## src/core/psi_consts.svh

```systemverilog
// Offsets, field positions, reset values and timing counts of the sensor timing block.
`ifndef PSI_CONSTS_SVH
`define PSI_CONSTS_SVH
`define PSI_CLK_NS        4
`define PSI_TICK_NS       500
`define PSI_TICK_CYC      (`PSI_TICK_NS / `PSI_CLK_NS)
`define PSI_FREE_RUN_US   228
`define PSI_FREE_RUN_TCK  (`PSI_FREE_RUN_US * 1000 / `PSI_TICK_NS)
`define PSI_T_INIT_US     5000
`define PSI_T_ST_US       96000
`define PSI_T_P12_US      112500
`define PSI_ENTRY_EDGES   8
`define PSI_OFS_CTRL      8'h00
`define PSI_OFS_SLOT      8'h04
`define PSI_OFS_STATUS    8'h08
`define PSI_OFS_IRQ_STAT  8'h0c
`define PSI_OFS_IRQ_MASK  8'h10
`define PSI_OFS_SAMPLE    8'h14
`define PSI_CTRL_RST      8'h10
`define PSI_SLOT_RST      32'h01f4_0000
`define PSI_MODE_NORMAL   2'h0
`define PSI_F_FREE_RUN    2
`define PSI_F_SAMPLE_SYNC 3
`define PSI_F_USER_LOCK   7
`define PSI_IRQ_READY     0
`define PSI_IRQ_DEFECT    1
`define PSI_IRQ_PROG      2
`define PSI_IRQ_RETRY     3
`endif

```

## src/core/psi_pkg.sv

```systemverilog
// Types shared by the sensor timing block.
package psi_pkg;
    typedef enum logic [2:0] {
        PSI_PH1  = 3'b000,
        PSI_PH2  = 3'b001,
        PSI_PH3  = 3'b010,
        PSI_RUN  = 3'b011,
        PSI_FAIL = 3'b100,
        PSI_PROG = 3'b101
    } psi_state_t;
    typedef enum logic [1:0] {
        PSI_MSG_BUSY   = 2'b00,
        PSI_MSG_READY  = 2'b01,
        PSI_MSG_DEFECT = 2'b10,
        PSI_MSG_DATA   = 2'b11
    } psi_msg_t;
endpackage : psi_pkg

```

## src/core/psi_trig_if.sv

```systemverilog
// Trigger and slot timing signals between the top and the slot timer.
`timescale 1ns/1ps
`default_nettype none
interface psi_trig_if;
    logic       sync_level;
    logic [9:0] slot_delay;
    logic       free_running_select_en;
    logic       trig_edge;
    logic       fire;
    logic       free_tick;
    modport ctl (output sync_level, output slot_delay, output free_running_select_en,
                 input trig_edge, input fire, input free_tick);
    modport tmr (input sync_level, input slot_delay, input free_running_select_en,
                 output trig_edge, output fire, output free_tick);
endinterface : psi_trig_if
`default_nettype wire

```

## src/core/psi_div.sv

```systemverilog
// Divider that yields the half-microsecond slot tick enable.
`timescale 1ns/1ps
`default_nettype none
`include "psi_consts.svh"
module psi_div #(
    parameter int DIV = `PSI_TICK_CYC
) (
    input  wire logic sys_clk,
    input  wire logic arst_n,
    output logic      tick
);
    logic [7:0] cnt_q;

    always_ff @(posedge sys_clk or negedge arst_n) begin
        if (!arst_n) begin
            cnt_q <= 8'h00;
            tick  <= 1'b0;
        end else if (cnt_q == 8'(DIV - 1)) begin
            cnt_q <= 8'h00;
            tick  <= 1'b1;
        end else begin
            cnt_q <= cnt_q + 8'h01;
            tick  <= 1'b0;
        end
    end
endmodule : psi_div
`default_nettype wire

```

## src/core/psi_slot.sv

```systemverilog
// Sync edge detector, first slot delay timer and free-running period timer.
`timescale 1ns/1ps
`default_nettype none
`include "psi_consts.svh"
module psi_slot #(
    parameter int FREE_TICKS = `PSI_FREE_RUN_TCK
) (
    input  wire logic sys_clk,
    input  wire logic arst_n,
    input  wire logic tick,
    psi_trig_if.tmr   trg
);
    logic       prev_q;
    logic       armed_q;
    logic [9:0] cnt_q;
    logic [9:0] free_q;
    logic       edge_w;

    assign edge_w = trg.sync_level & ~prev_q;

    always_ff @(posedge sys_clk or negedge arst_n) begin
        if (!arst_n) begin
            prev_q        <= 1'b0;
            trg.trig_edge <= 1'b0;
        end else begin
            prev_q        <= trg.sync_level;
            trg.trig_edge <= edge_w;
        end
    end

    // The counter restarts on every edge outside free-running so a late pulse never inherits stale time.
    always_ff @(posedge sys_clk or negedge arst_n) begin
        if (!arst_n) begin
            armed_q  <= 1'b0;
            cnt_q    <= 10'h000;
            trg.fire <= 1'b0;
        end else if (edge_w && !trg.free_running_select_en) begin
            cnt_q    <= 10'h000;
            armed_q  <= (trg.slot_delay != 10'h000);
            trg.fire <= (trg.slot_delay == 10'h000);
        end else if (armed_q && tick) begin
            cnt_q    <= cnt_q + 10'h001;
            armed_q  <= (cnt_q + 10'h001 != trg.slot_delay);
            trg.fire <= (cnt_q + 10'h001 == trg.slot_delay);
        end else begin
            trg.fire <= 1'b0;
        end
    end

    always_ff @(posedge sys_clk or negedge arst_n) begin
        if (!arst_n) begin
            free_q        <= 10'h000;
            trg.free_tick <= 1'b0;
        end else if (!trg.free_running_select_en) begin
            free_q        <= 10'h000;
            trg.free_tick <= 1'b0;
        end else if (tick) begin
            free_q        <= (free_q == 10'(FREE_TICKS - 1)) ? 10'h000 : free_q + 10'h001;
            trg.free_tick <= (free_q == 10'(FREE_TICKS - 1));
        end else begin
            trg.free_tick <= 1'b0;
        end
    end
endmodule : psi_slot
`default_nettype wire

```

## src/core/psi_top.sv

```systemverilog
// Initialization phase 3 sequencing and normal mode sample timing with an APB register file.
// Operation
// - In phase 3 the block finishes self-test, sending busy messages then one ready or defect.
// - A failed self-test is rerun, up to the programmed repeat limit.
// - Repetition stops at the first passing self-test sequence.
// - Phase 3 lasts the sync period times (roundup(remaining time / period) + 2).
// - 10-bit synchronous, one repetition, gives 170 busy plus 1 final message (85.50 ms).
// - 8-bit synchronous, one repetition, gives 138 busy plus 1 final message (69.50 ms).
// - Asynchronous operation needs normal mode, free-running set and a zero first slot delay.
// - Asynchronous operation sends at the fixed free-running period and ignores sync pulses.
// - Sync pulses are still watched in phase 1 to decode the programming entry command.
// - Programming mode is entered on that command only while the user lock is clear.
// - Normal mode with the sample select bit clear selects simultaneous sampling.
// - Simultaneous sampling latches at the sync edge and sends after the first slot delay.
// - Normal mode with the sample select bit set selects synchronous sampling.
// - Synchronous sampling latches and sends at the moment the first slot delay expires.
// - A passed self-test leads on into normal mode data transmission.
//
// Added by the designer: the placing of the registers and the APB slave port.
`timescale 1ns/1ps
`default_nettype none
`include "psi_consts.svh"
module psi_top #(
    parameter logic [23:0] T_INIT_US   = 24'(`PSI_T_INIT_US),
    parameter logic [23:0] T_ST_US     = 24'(`PSI_T_ST_US),
    parameter logic [23:0] T_P12_US    = 24'(`PSI_T_P12_US),
    parameter int          ENTRY_EDGES = `PSI_ENTRY_EDGES
) (
    input  wire logic        sys_clk,
    input  wire logic        arst_n,
    input  wire logic        psel,
    input  wire logic        penable,
    input  wire logic        pwrite,
    input  wire logic [7:0]  paddr,
    input  wire logic [31:0] pwdata,
    output logic [31:0]      prdata,
    output logic             pready,
    output logic             pslverr,
    input  wire logic        sync_in,
    input  wire logic [15:0] accel_in,
    input  wire logic        phase1_end,
    input  wire logic        phase2_end,
    input  wire logic        st_done,
    input  wire logic        st_pass,
    output logic             st_start,
    output logic             tx_start,
    output logic [1:0]       tx_kind,
    output logic [15:0]      tx_data,
    output logic             prog_mode,
    output logic             irq
);
    psi_pkg::psi_state_t state_q;
    logic [7:0]  ctrl_q;
    logic [31:0] slot_q;
    logic [3:0]  irq_stat_q;
    logic [3:0]  irq_mask_q;
    logic [15:0] samp_q;
    logic [15:0] busy_cnt_q;
    logic [2:0]  att_q;
    logic        st_ok_q;
    logic        st_bad_q;
    logic [23:0] acc_q;
    logic [7:0]  edges_q;
    logic        tick;
    logic        wr_en;
    logic        free_running_select_en;
    logic        slot_ev;
    logic [23:0] total_us;
    logic [23:0] need_us;
    logic [23:0] period_us;
    logic        p3_final;
    logic        retry;
    logic        entry_hit;
    logic [3:0]  irq_set;
    logic [31:0] rd_w;
    logic        map_w;

    psi_trig_if trg ();

    psi_div u_div (
        .sys_clk (sys_clk),
        .arst_n  (arst_n),
        .tick    (tick)
    );

    psi_slot u_slot (
        .sys_clk (sys_clk),
        .arst_n  (arst_n),
        .tick    (tick),
        .trg     (trg)
    );

    ////////////////////////////////////////////////////////////////////////////////
    // Mode decode.
    assign free_running_select_en = (ctrl_q[1:0] == `PSI_MODE_NORMAL) && ctrl_q[`PSI_F_FREE_RUN]
                      && (slot_q[9:0] == 10'h000);
    assign trg.sync_level = sync_in;
    assign trg.slot_delay = slot_q[9:0];
    assign trg.free_running_select_en   = free_running_select_en;
    // The slot event paces every message: the free-running timer or the delayed sync edge.
    assign slot_ev = free_running_select_en ? trg.free_tick : trg.fire;

    ////////////////////////////////////////////////////////////////////////////////
    // Phase 3 length from the remaining self-test time and the message period.
    assign total_us  = T_INIT_US + T_ST_US * 24'({1'b0, ctrl_q[6:4]} + 4'h1);
    assign need_us   = (total_us > T_P12_US) ? total_us - T_P12_US : 24'h000000;
    assign period_us = free_running_select_en ? 24'(`PSI_FREE_RUN_US) : {14'h0000, slot_q[25:16]};
    // One busy message per period until the rounded-up need plus one more is covered.
    assign p3_final  = (acc_q >= need_us + period_us) && (st_ok_q || st_bad_q);
    assign retry     = st_done && !st_pass && !st_ok_q && (att_q < ctrl_q[6:4]);
    assign entry_hit = (state_q == psi_pkg::PSI_PH1) && trg.trig_edge
                       && (edges_q == 8'(ENTRY_EDGES - 1));

    ////////////////////////////////////////////////////////////////////////////////
    // Sequencer.
    always_ff @(posedge sys_clk or negedge arst_n) begin
        if (!arst_n) begin
            state_q <= psi_pkg::PSI_PH1;
        end else begin
            case (state_q)
                psi_pkg::PSI_PH1: begin
                    if (entry_hit && !ctrl_q[`PSI_F_USER_LOCK]) begin
                        state_q <= psi_pkg::PSI_PROG;
                    end else if (phase1_end) begin
                        state_q <= psi_pkg::PSI_PH2;
                    end
                end
                psi_pkg::PSI_PH2: begin
                    if (phase2_end) begin
                        state_q <= psi_pkg::PSI_PH3;
                    end
                end
                psi_pkg::PSI_PH3: begin
                    if (slot_ev && p3_final) begin
                        state_q <= st_ok_q ? psi_pkg::PSI_RUN : psi_pkg::PSI_FAIL;
                    end
                end
                psi_pkg::PSI_RUN:  state_q <= psi_pkg::PSI_RUN;
                psi_pkg::PSI_FAIL: state_q <= psi_pkg::PSI_FAIL;
                psi_pkg::PSI_PROG: state_q <= psi_pkg::PSI_PROG;
                default:           state_q <= psi_pkg::PSI_PH1;
            endcase
        end
    end

    // Entry command edges are counted in phase 1 even when sync pulses are otherwise ignored.
    always_ff @(posedge sys_clk or negedge arst_n) begin
        if (!arst_n) begin
            edges_q <= 8'h00;
        end else if (state_q == psi_pkg::PSI_PH1 && trg.trig_edge) begin
            edges_q <= edges_q + 8'h01;
        end
    end

    always_ff @(posedge sys_clk or negedge arst_n) begin
        if (!arst_n) begin
            prog_mode <= 1'b0;
        end else if (entry_hit && !ctrl_q[`PSI_F_USER_LOCK]) begin
            prog_mode <= 1'b1;
        end
    end

    ////////////////////////////////////////////////////////////////////////////////
    // Self-test repetition control.
    always_ff @(posedge sys_clk or negedge arst_n) begin
        if (!arst_n) begin
            st_start <= 1'b0;
            att_q    <= 3'h0;
            st_ok_q  <= 1'b0;
            st_bad_q <= 1'b0;
        end else begin
            st_start <= (state_q == psi_pkg::PSI_PH1 && phase1_end) || retry;
            if (st_done && !st_ok_q && !st_bad_q) begin
                if (st_pass) begin
                    st_ok_q <= 1'b1;
                end else if (retry) begin
                    att_q <= att_q + 3'h1;
                end else begin
                    st_bad_q <= 1'b1;
                end
            end
        end
    end

    ////////////////////////////////////////////////////////////////////////////////
    // Message and sample transmission.
    always_ff @(posedge sys_clk or negedge arst_n) begin
        if (!arst_n) begin
            acc_q      <= 24'h000000;
            busy_cnt_q <= 16'h0000;
        end else if (state_q == psi_pkg::PSI_PH3 && slot_ev && !p3_final) begin
            acc_q      <= acc_q + period_us;
            busy_cnt_q <= busy_cnt_q + 16'h0001;
        end
    end

    always_ff @(posedge sys_clk or negedge arst_n) begin
        if (!arst_n) begin
            samp_q <= 16'h0000;
        end else if (free_running_select_en ? trg.free_tick
                   : (ctrl_q[`PSI_F_SAMPLE_SYNC] ? trg.fire : trg.trig_edge)) begin
            samp_q <= accel_in;
        end
    end

    always_ff @(posedge sys_clk or negedge arst_n) begin
        if (!arst_n) begin
            tx_start <= 1'b0;
            tx_kind  <= psi_pkg::PSI_MSG_BUSY;
            tx_data  <= 16'h0000;
        end else begin
            tx_start <= 1'b0;
            if (slot_ev && state_q == psi_pkg::PSI_PH3) begin
                tx_start <= 1'b1;
                tx_data  <= 16'h0000;
                if (!p3_final) begin
                    tx_kind <= psi_pkg::PSI_MSG_BUSY;
                end else begin
                    tx_kind <= st_ok_q ? psi_pkg::PSI_MSG_READY : psi_pkg::PSI_MSG_DEFECT;
                end
            end else if (slot_ev && state_q == psi_pkg::PSI_RUN
                         && ctrl_q[1:0] == `PSI_MODE_NORMAL) begin
                tx_start <= 1'b1;
                tx_kind  <= psi_pkg::PSI_MSG_DATA;
                // Synchronous sampling sends the live sample, the others the held one.
                tx_data  <= (!free_running_select_en && ctrl_q[`PSI_F_SAMPLE_SYNC]) ? accel_in : samp_q;
            end
        end
    end

    ////////////////////////////////////////////////////////////////////////////////
    // APB slave: one wait-free access phase, read data registered during setup.
    assign wr_en = psel && penable && pready && pwrite && !pslverr;
    assign map_w = (paddr == `PSI_OFS_CTRL) || (paddr == `PSI_OFS_SLOT)
                   || (paddr == `PSI_OFS_STATUS) || (paddr == `PSI_OFS_IRQ_STAT)
                   || (paddr == `PSI_OFS_IRQ_MASK) || (paddr == `PSI_OFS_SAMPLE);

    always_comb begin
        case (paddr)
            `PSI_OFS_CTRL:     rd_w = {24'h000000, ctrl_q};
            `PSI_OFS_SLOT:     rd_w = {6'h00, slot_q[25:16], 6'h00, slot_q[9:0]};
            `PSI_OFS_STATUS:   rd_w = {busy_cnt_q, 8'h00, st_bad_q, st_ok_q, att_q, state_q};
            `PSI_OFS_IRQ_STAT: rd_w = {28'h0000000, irq_stat_q};
            `PSI_OFS_IRQ_MASK: rd_w = {28'h0000000, irq_mask_q};
            `PSI_OFS_SAMPLE:   rd_w = {16'h0000, samp_q};
            default:           rd_w = 32'h00000000;
        endcase
    end

    always_ff @(posedge sys_clk or negedge arst_n) begin
        if (!arst_n) begin
            pready  <= 1'b0;
            pslverr <= 1'b0;
            prdata  <= 32'h00000000;
        end else begin
            pready  <= psel && !penable;
            pslverr <= psel && !penable && !map_w;
            if (psel && !penable) begin
                prdata <= rd_w;
            end
        end
    end

    always_ff @(posedge sys_clk or negedge arst_n) begin
        if (!arst_n) begin
            ctrl_q     <= `PSI_CTRL_RST;
            slot_q     <= `PSI_SLOT_RST;
            irq_mask_q <= 4'h0;
        end else if (wr_en) begin
            if (paddr == `PSI_OFS_CTRL) begin
                ctrl_q <= pwdata[7:0];
            end
            if (paddr == `PSI_OFS_SLOT) begin
                slot_q <= {6'h00, pwdata[25:16], 6'h00, pwdata[9:0]};
            end
            if (paddr == `PSI_OFS_IRQ_MASK) begin
                irq_mask_q <= pwdata[3:0];
            end
        end
    end

    ////////////////////////////////////////////////////////////////////////////////
    // Sticky event flags; a new event wins over a write-one clear in the same cycle.
    assign irq_set[`PSI_IRQ_READY]  = state_q == psi_pkg::PSI_PH3 && slot_ev && p3_final
                                      && st_ok_q;
    assign irq_set[`PSI_IRQ_DEFECT] = state_q == psi_pkg::PSI_PH3 && slot_ev && p3_final
                                      && !st_ok_q;
    assign irq_set[`PSI_IRQ_PROG]   = entry_hit && !ctrl_q[`PSI_F_USER_LOCK];
    assign irq_set[`PSI_IRQ_RETRY]  = retry;

    always_ff @(posedge sys_clk or negedge arst_n) begin
        if (!arst_n) begin
            irq_stat_q <= 4'h0;
        end else begin
            irq_stat_q <= (irq_stat_q & ~((wr_en && paddr == `PSI_OFS_IRQ_STAT)
                          ? pwdata[3:0] : 4'h0)) | irq_set;
        end
    end

    always_ff @(posedge sys_clk or negedge arst_n) begin
        if (!arst_n) begin
            irq <= 1'b0;
        end else begin
            irq <= |(irq_stat_q & irq_mask_q);
        end
    end
endmodule : psi_top
`default_nettype wire

```

## config.mk

```make
export PLATFORM = sky130hd
export DESIGN_NAME = psi_top
export DESIGN_NICKNAME = d
export VERILOG_FILES = /design/src/core/psi_pkg.sv /design/src/core/psi_trig_if.sv /design/src/core/psi_div.sv /design/src/core/psi_slot.sv /design/src/core/psi_top.sv
export VERILOG_INCLUDE_DIRS = /design/src /design/src/core
export SDC_FILE = /design/constraint.sdc
export NUM_CORES = 1
export LEC_CHECK = 0
export CAP_MARGIN = 25
export CORE_MARGIN = 2
export CORE_UTILIZATION = 58
export DETAILED_ROUTE_END_ITERATION = 8
export DONT_BUFFER_PORTS = 1
export PLACE_DENSITY_LB_ADDON = 0.2
export REMOVE_ABC_BUFFERS = 1
export SLEW_MARGIN = 20
export SYNTH_ARGS = -nofsm -noshare
export SYNTH_HDL_FRONTEND = slang
export SYNTH_SLANG_ARGS = --single-unit
```

## constraint.sdc

```tcl
create_clock -name sys_clk -period 8 [get_ports sys_clk]
set_input_delay 0 -clock sys_clk [delete_from_list [all_inputs] [get_ports sys_clk]]
set_output_delay 0 -clock sys_clk [all_outputs]
set_load 0.02 [all_outputs]
```

* Yosys cells after proc, flatten, opt, wreduce, memory -nomap -nowiden *
Cells that the tools add are included.
W data, S select, Z words.

storage, ports and cells
  bits in registers = 198
  output and inout bits = 56
  word-level logic and storage cells = 168

operators by class
  $add $sub $neg = 11
  $mul = 1
  $lt $le $gt $ge = 3
  equal/unequal tests = 19
  mux-type cells = 35
  bitwise logic cells = 8
  reductions and logical operators = 61

operators by type and width
  kind                      count
  $pmux W32 S6              1
  $mux W10                  6
  $add A24 B10 Y24          2
  $mux W16                  3
  $logic_and A1 B1 Y1       30
  $ge A24 B24 Y1            1
  $mux W24                  1
  $sub A22 B17 Y23 const B  1
  $add A13 B21 Y22 const A  1
  $gt A22 B17 Y1 const B    1
  $add A10 B1 Y10 const B   2
  $pmux W3 S6               1
  $add A16 B1 Y16 const B   1
  $add A8 B1 Y8 const B     2
  $eq A8 B3 Y1 const B      2
  $eq A8 B4 Y1 const B      2
  $eq A8 B5 Y1 const B      2
  $mux W3                   5
  $mul A9 B4 Y13 const A    1
  $mux W1                   12
  $eq A10 B10 Y1            1
  $eq A10 B9 Y1 const B     1
  $logic_not A10 Y1         1
  $ne A10 B10 Y1            1
  other kinds (28)          57

* Depth between registers and ports, before layout *
  depth after elaboration = 11
  gate-level depth with buffers = 40

* Modules after synthesis *
Synthesis repeated with hierarchy kept, for this count alone.

unflattened totals
  cells, all modules = 1219
  area, all modules = 11860.1 µm²

by module, submodules not included
  module    instances  cells an instance  area an instance (µm²)
  psi_top   1          1007               9900.7
  psi_slot  1          172                1546.5
  psi_div   1          40                 412.9

* Worst setup path after synthesis *
No wires, ideal clock.

  path kind = register to register
  from = reg ctrl_q[4]
  to = reg busy_cnt_q[14]
  arrival = 7734 ps
  data required time = 7921 ps
  slack = 187 ps
  cell stages (with the launch flop) = 37
  period minus slack after synthesis = 7813 ps
  cell sequence = dfstp_2 ha_1 xor2_1 nor2b_1 nor2_1 ha_1 or2_2 fa_1 ha_1 buf_4 nor2_1 o31ai_4 xor2_4 o2111ai_4 xnor2_4 nor4b_4 o21ai_2 clkbuf_1 and2_1 ha_1 o21ai_0 o21ai_0 nand3_1 nor3_2 nand3_2 xor2_1 ha_1 a21o_1 a21o_1 a21oi_1 o21ai_0 o21ai_0 nor2b_1 o21ai_1 clkbuf_1 nor4_1 xor2_1

between the ends
  longest elaborated chain between the ends = 10

RTL lines
  element                                                    line            text
  from (decl)                                                psi_top.sv:53   logic [7:0] ctrl_q;
  from (signal assigned)                                     psi_top.sv:266  ctrl_q <= `PSI_CTRL_RST;
  from (signal assigned)                                     psi_top.sv:271  ctrl_q <= pwdata[7:0];
  $add A3 B1 Y4 (*)                                          psi_top.sv:105  assign total_us = T_INIT_US + T_ST_US * 24'({1'b0, ctrl_q[6:4]} + 4'h1);
  $mul A9 B4 Y13 (*)                                         psi_top.sv:105
  $add A13 B21 Y22 (*)                                       psi_top.sv:105
  $sub A22 B17 Y23 / $gt A22 B17 Y1 (equally long branches)  psi_top.sv:106  assign need_us = (total_us > T_P12_US) ? total_us - T_P12_US : 24'h000000;
  $mux W24 (*)                                               psi_top.sv:106
  $add A24 B10 Y24 (*)                                       psi_top.sv:109  assign p3_final = (acc_q >= need_us + period_us) && (st_ok_q || st_bad_q);
  $ge A24 B24 Y1 (*)                                         psi_top.sv:109
  $logic_and A1 B1 Y1 (*)                                    psi_top.sv:109
  $logic_not A1 Y1 (*)                                       n/a
  $logic_and A1 B1 Y1 (*)                                    psi_top.sv:191  end else if (state_q == psi_pkg::PSI_PH3 && slot_ev && !p3_final) begin
  to (signal assigned)                                       psi_top.sv:193  busy_cnt_q <= busy_cnt_q + 16'h0001;
  to (decl)                                                  psi_top.sv:58   logic [15:0] busy_cnt_q;

Mark *: on every way between the ends. The rest lies on a longest branch, timed or not.
A chain may end at the register's enable or synchronous reset.

* Final worst setup path *
  from = reg ctrl_q[4]
  to = reg busy_cnt_q[12]

The elaborated chain is that of the path after synthesis.

==> results.tsv <==
metric	value	unit
main combinational cell family by area after synthesis	simple AND/OR/NAND/NOR gates	
Syn-to-layout area delta	15.38	%
CTS clk-pin slew, worst paths	80	ps
Die X	146.7	µm
top post-synthesis cells by count	dfrtp_1 (191), nand2_1 (165), nor2_1 (74), o21ai_0 (74), ha_1 (73)	
Slowest-stage cell, CP	dfstp_2	
Synth Instances	1206	
outcome	finished, final reports clean	
area leader, netlist	dfrtp_1	
post-synthesis sequential area ratio	42.05	%
Synth Area in Simple Gates	18.60	%
CTS max path bufs	2	
synth top area cells	dfrtp_1 (40%), ha_1 (7.7%), nand2_1 (5.2%), mux2_2 (5.0%), xor2_1 (4.1%)	
ANT nets after route	0	
Final Util	67.74	%
vias per cell	6.040	
Worst Path Required	8370	ps
gr ovfl total	0	
CTS buffer count	17	
Total GRT Usage	27.22	%
Slew Limit Fails	0	
pin slew with the least headroom to its limit	909.8	ps
period utilisation layout	95.77	%
Top Ports	122	
top cell type's share of synthesized area	40.49	%
final setup violating endpoints	0	
vias post-DR	9380	
Max-slew headroom	39.20	%
CP peak stage delay	540	ps
first-pass GRT wire length	47070	µm
CTS tree	built	
Place WS	10.27	ps
Yosys cell types	84	
drt first pass iters	6	
Clk Latency, worst-skew pair	460	ps
adder-cell share of the synthesized area	8.416	%
FMAX	0.1305	GHz
WL final	29300	µm
gpl congestion	0.8750	
worst hold start	paddr[2]	
final antenna diode count	0	
# nets final	1413	
fin crit period	7661	ps
Post-DP Area	0.01221	mm²
Setup WS post-layout	338.6	ps
final hold viol count	0	
crit path from	ctrl_q[4]	
RSZ-0062 raised after global routing	yes	
most frequent cell after synthesis	dfrtp_1	
starting density of the core	58.71	%
CTS Sinks	198	
maximum VDD drop	0.0001448	V
WL/cell	18.87	µm
Mapped Area	0.01180	mm²
Clock Skews	17.05	ps
1st-iter DRT viols	782	
final instance area	0.01362	mm²
critical path's most frequent cell	ha_1	
Power Density	175.7	mW/mm²
Worst Setup End Kind	register	
htree depth	4	
syn avg cell area	9.788	µm²
CP Data Arrival Time	8030	ps
detailed placement HPWL	19940	µm
Placement Rows	52	
Root Buffer	clkbuf_16	
layout cells sized above 1	14.73	%
compound-gate portion of the synthesized area	13.06	%
FF+latch count, synth	198	
LEAKAGE	6.314	nW
synth warn	0	
DRC Markers	0	
Critical R2R Launch	ctrl_q[4]	
vias in the first global route	9182	
FFs w/ async S/R, synth	100.0	%
core area	0.02010	mm²
critical path launch point type	register	
initial antenna violation count	1	
hold crit path type	input pin to register	
XOR/XNOR Fraction of Synth Area	8.109	%
I/O Buffers	0	
Die ar.	0.02151	mm²
mux cell area share after synthesis	7.102	%
ys flop type	dfrtp_1	
Die Y	146.7	µm
Crit Path Category	register to register	
largest net degree at the start of global routing	199	
Max Cap Viol	0	
Post-synth EDFFs	0	
crit-path max FO	9	
fillers	1529	
stage by stage:
| step | total power (W) | hold slack, ps | TNS [ps] | std cells |
|---|---|---|---|---|
| global placement | 0.001422 | -283.5 | 0 | 1462 |
| detailed placement | 0.001430 | -284.1 | 0 | 1462 |
| floorplan | 0.001361 | -295.6 | -40480 | 1160 |
| global route | 0.002487 | 67.96 | -2900 | 1553 |
| CTS | 0.002389 | 7.587 | 0 | 1542 |
| finish | 0.002393 | 44.55 | 0 | 1553 |
final cells by class:
type                       count  area, µm²  area share, %
inverter                      36      135.1         0.9922
sequential                   198       4964          36.44
timing repair buffer          89      844.6          6.201
clock inverter                15      222.7          1.635
clock buffer                  17      425.4          3.124
multi-input combinational    928       6690          49.12
tap                          270      337.8          2.480
routing by layer:
metal  up-vias  global-route usage [%]  wire, µm
li1       4412                       -         -
met1      4646                   36.35     12740
met2       270                   44.95     14270
met3        52                   5.438      1597
met4         0                   8.641       688
met5         -                       0         0
critical path: cells and delay by family, from the launching register on:
kind	cells	cell delay, ps
fa+ha+maj	7	2150
compound gates	11	1670
xor+xnor	1	190
simple gates	12	2490
flops	1	540
buf+inv	5	550
state kept, by name (all words and copies together) (netlist names), 10 cells and up:
signal	cells
tx_data	16
samp_q	16
prdata	32
acc_q	24
busy_cnt_q	16
slot_q	20
u_slot.free_q	10
u_slot.cnt_q	10
timing repair:
action | in CTS | in global routing
cloned | 0 | 2
hold endpoints to repair | 283 | 0
setup buffers | 0 | 6
resized for setup | 1 | 25
pin swaps | 0 | 12
setup endpoints to repair | 4 | 46
hold buffers | 48 | 0
layout by cell type (no fill, tap or decap), types with 42 or more instances in the layout:
cell,count
nor2_1,72
dfrtp_1,191
mux2_2,52
ha_1,70
xor2_1,55
o21ai_0,73
xnor2_1,42
dlygate4sd3_1,47
nand2_1,164
nand3_1,48
power breakdown:
group          switching (W)  internal [W]  leakage [nW]  total (W)
Sequential          0.000138       0.00108          2.63    0.00122
Combinational       0.000139      0.000114          3.37   0.000252
Clock               0.000459      0.000463         0.312   0.000922
path summary, 6_finish.rpt:
| path | endpoint | slack (ps) | depth (start not counted) |
|---|---|---|---|
| max in group asynchronous | u_slot.cnt_q[0] | 6900 | 3 |
| worst max register to register | busy_cnt_q[12] | 340 | 36 |
| worst max-delay path | busy_cnt_q[12] | 340 | 36 |
| worst min register to register | u_slot.trg.trig_edge | 440 | 1 |
| min in group asynchronous | acc_q[8] | 70 | 2 |
| worst min-delay path | prdata[1] | 40 | 4 |
kinds of logic (layout without fill, tap and decap cells):
group                    count (synthesis)  after routing
multiplexers                            76             76
adder cells (fa/ha/maj)                 77             77
AND/OR/NAND/NOR                        445            445
buffers and inverters                   82            157
XOR/XNOR                               102            102
flip-flops                             198            198
AO/OA/AOI/OAI                          226            228
(Power assumes the default switching activity.)
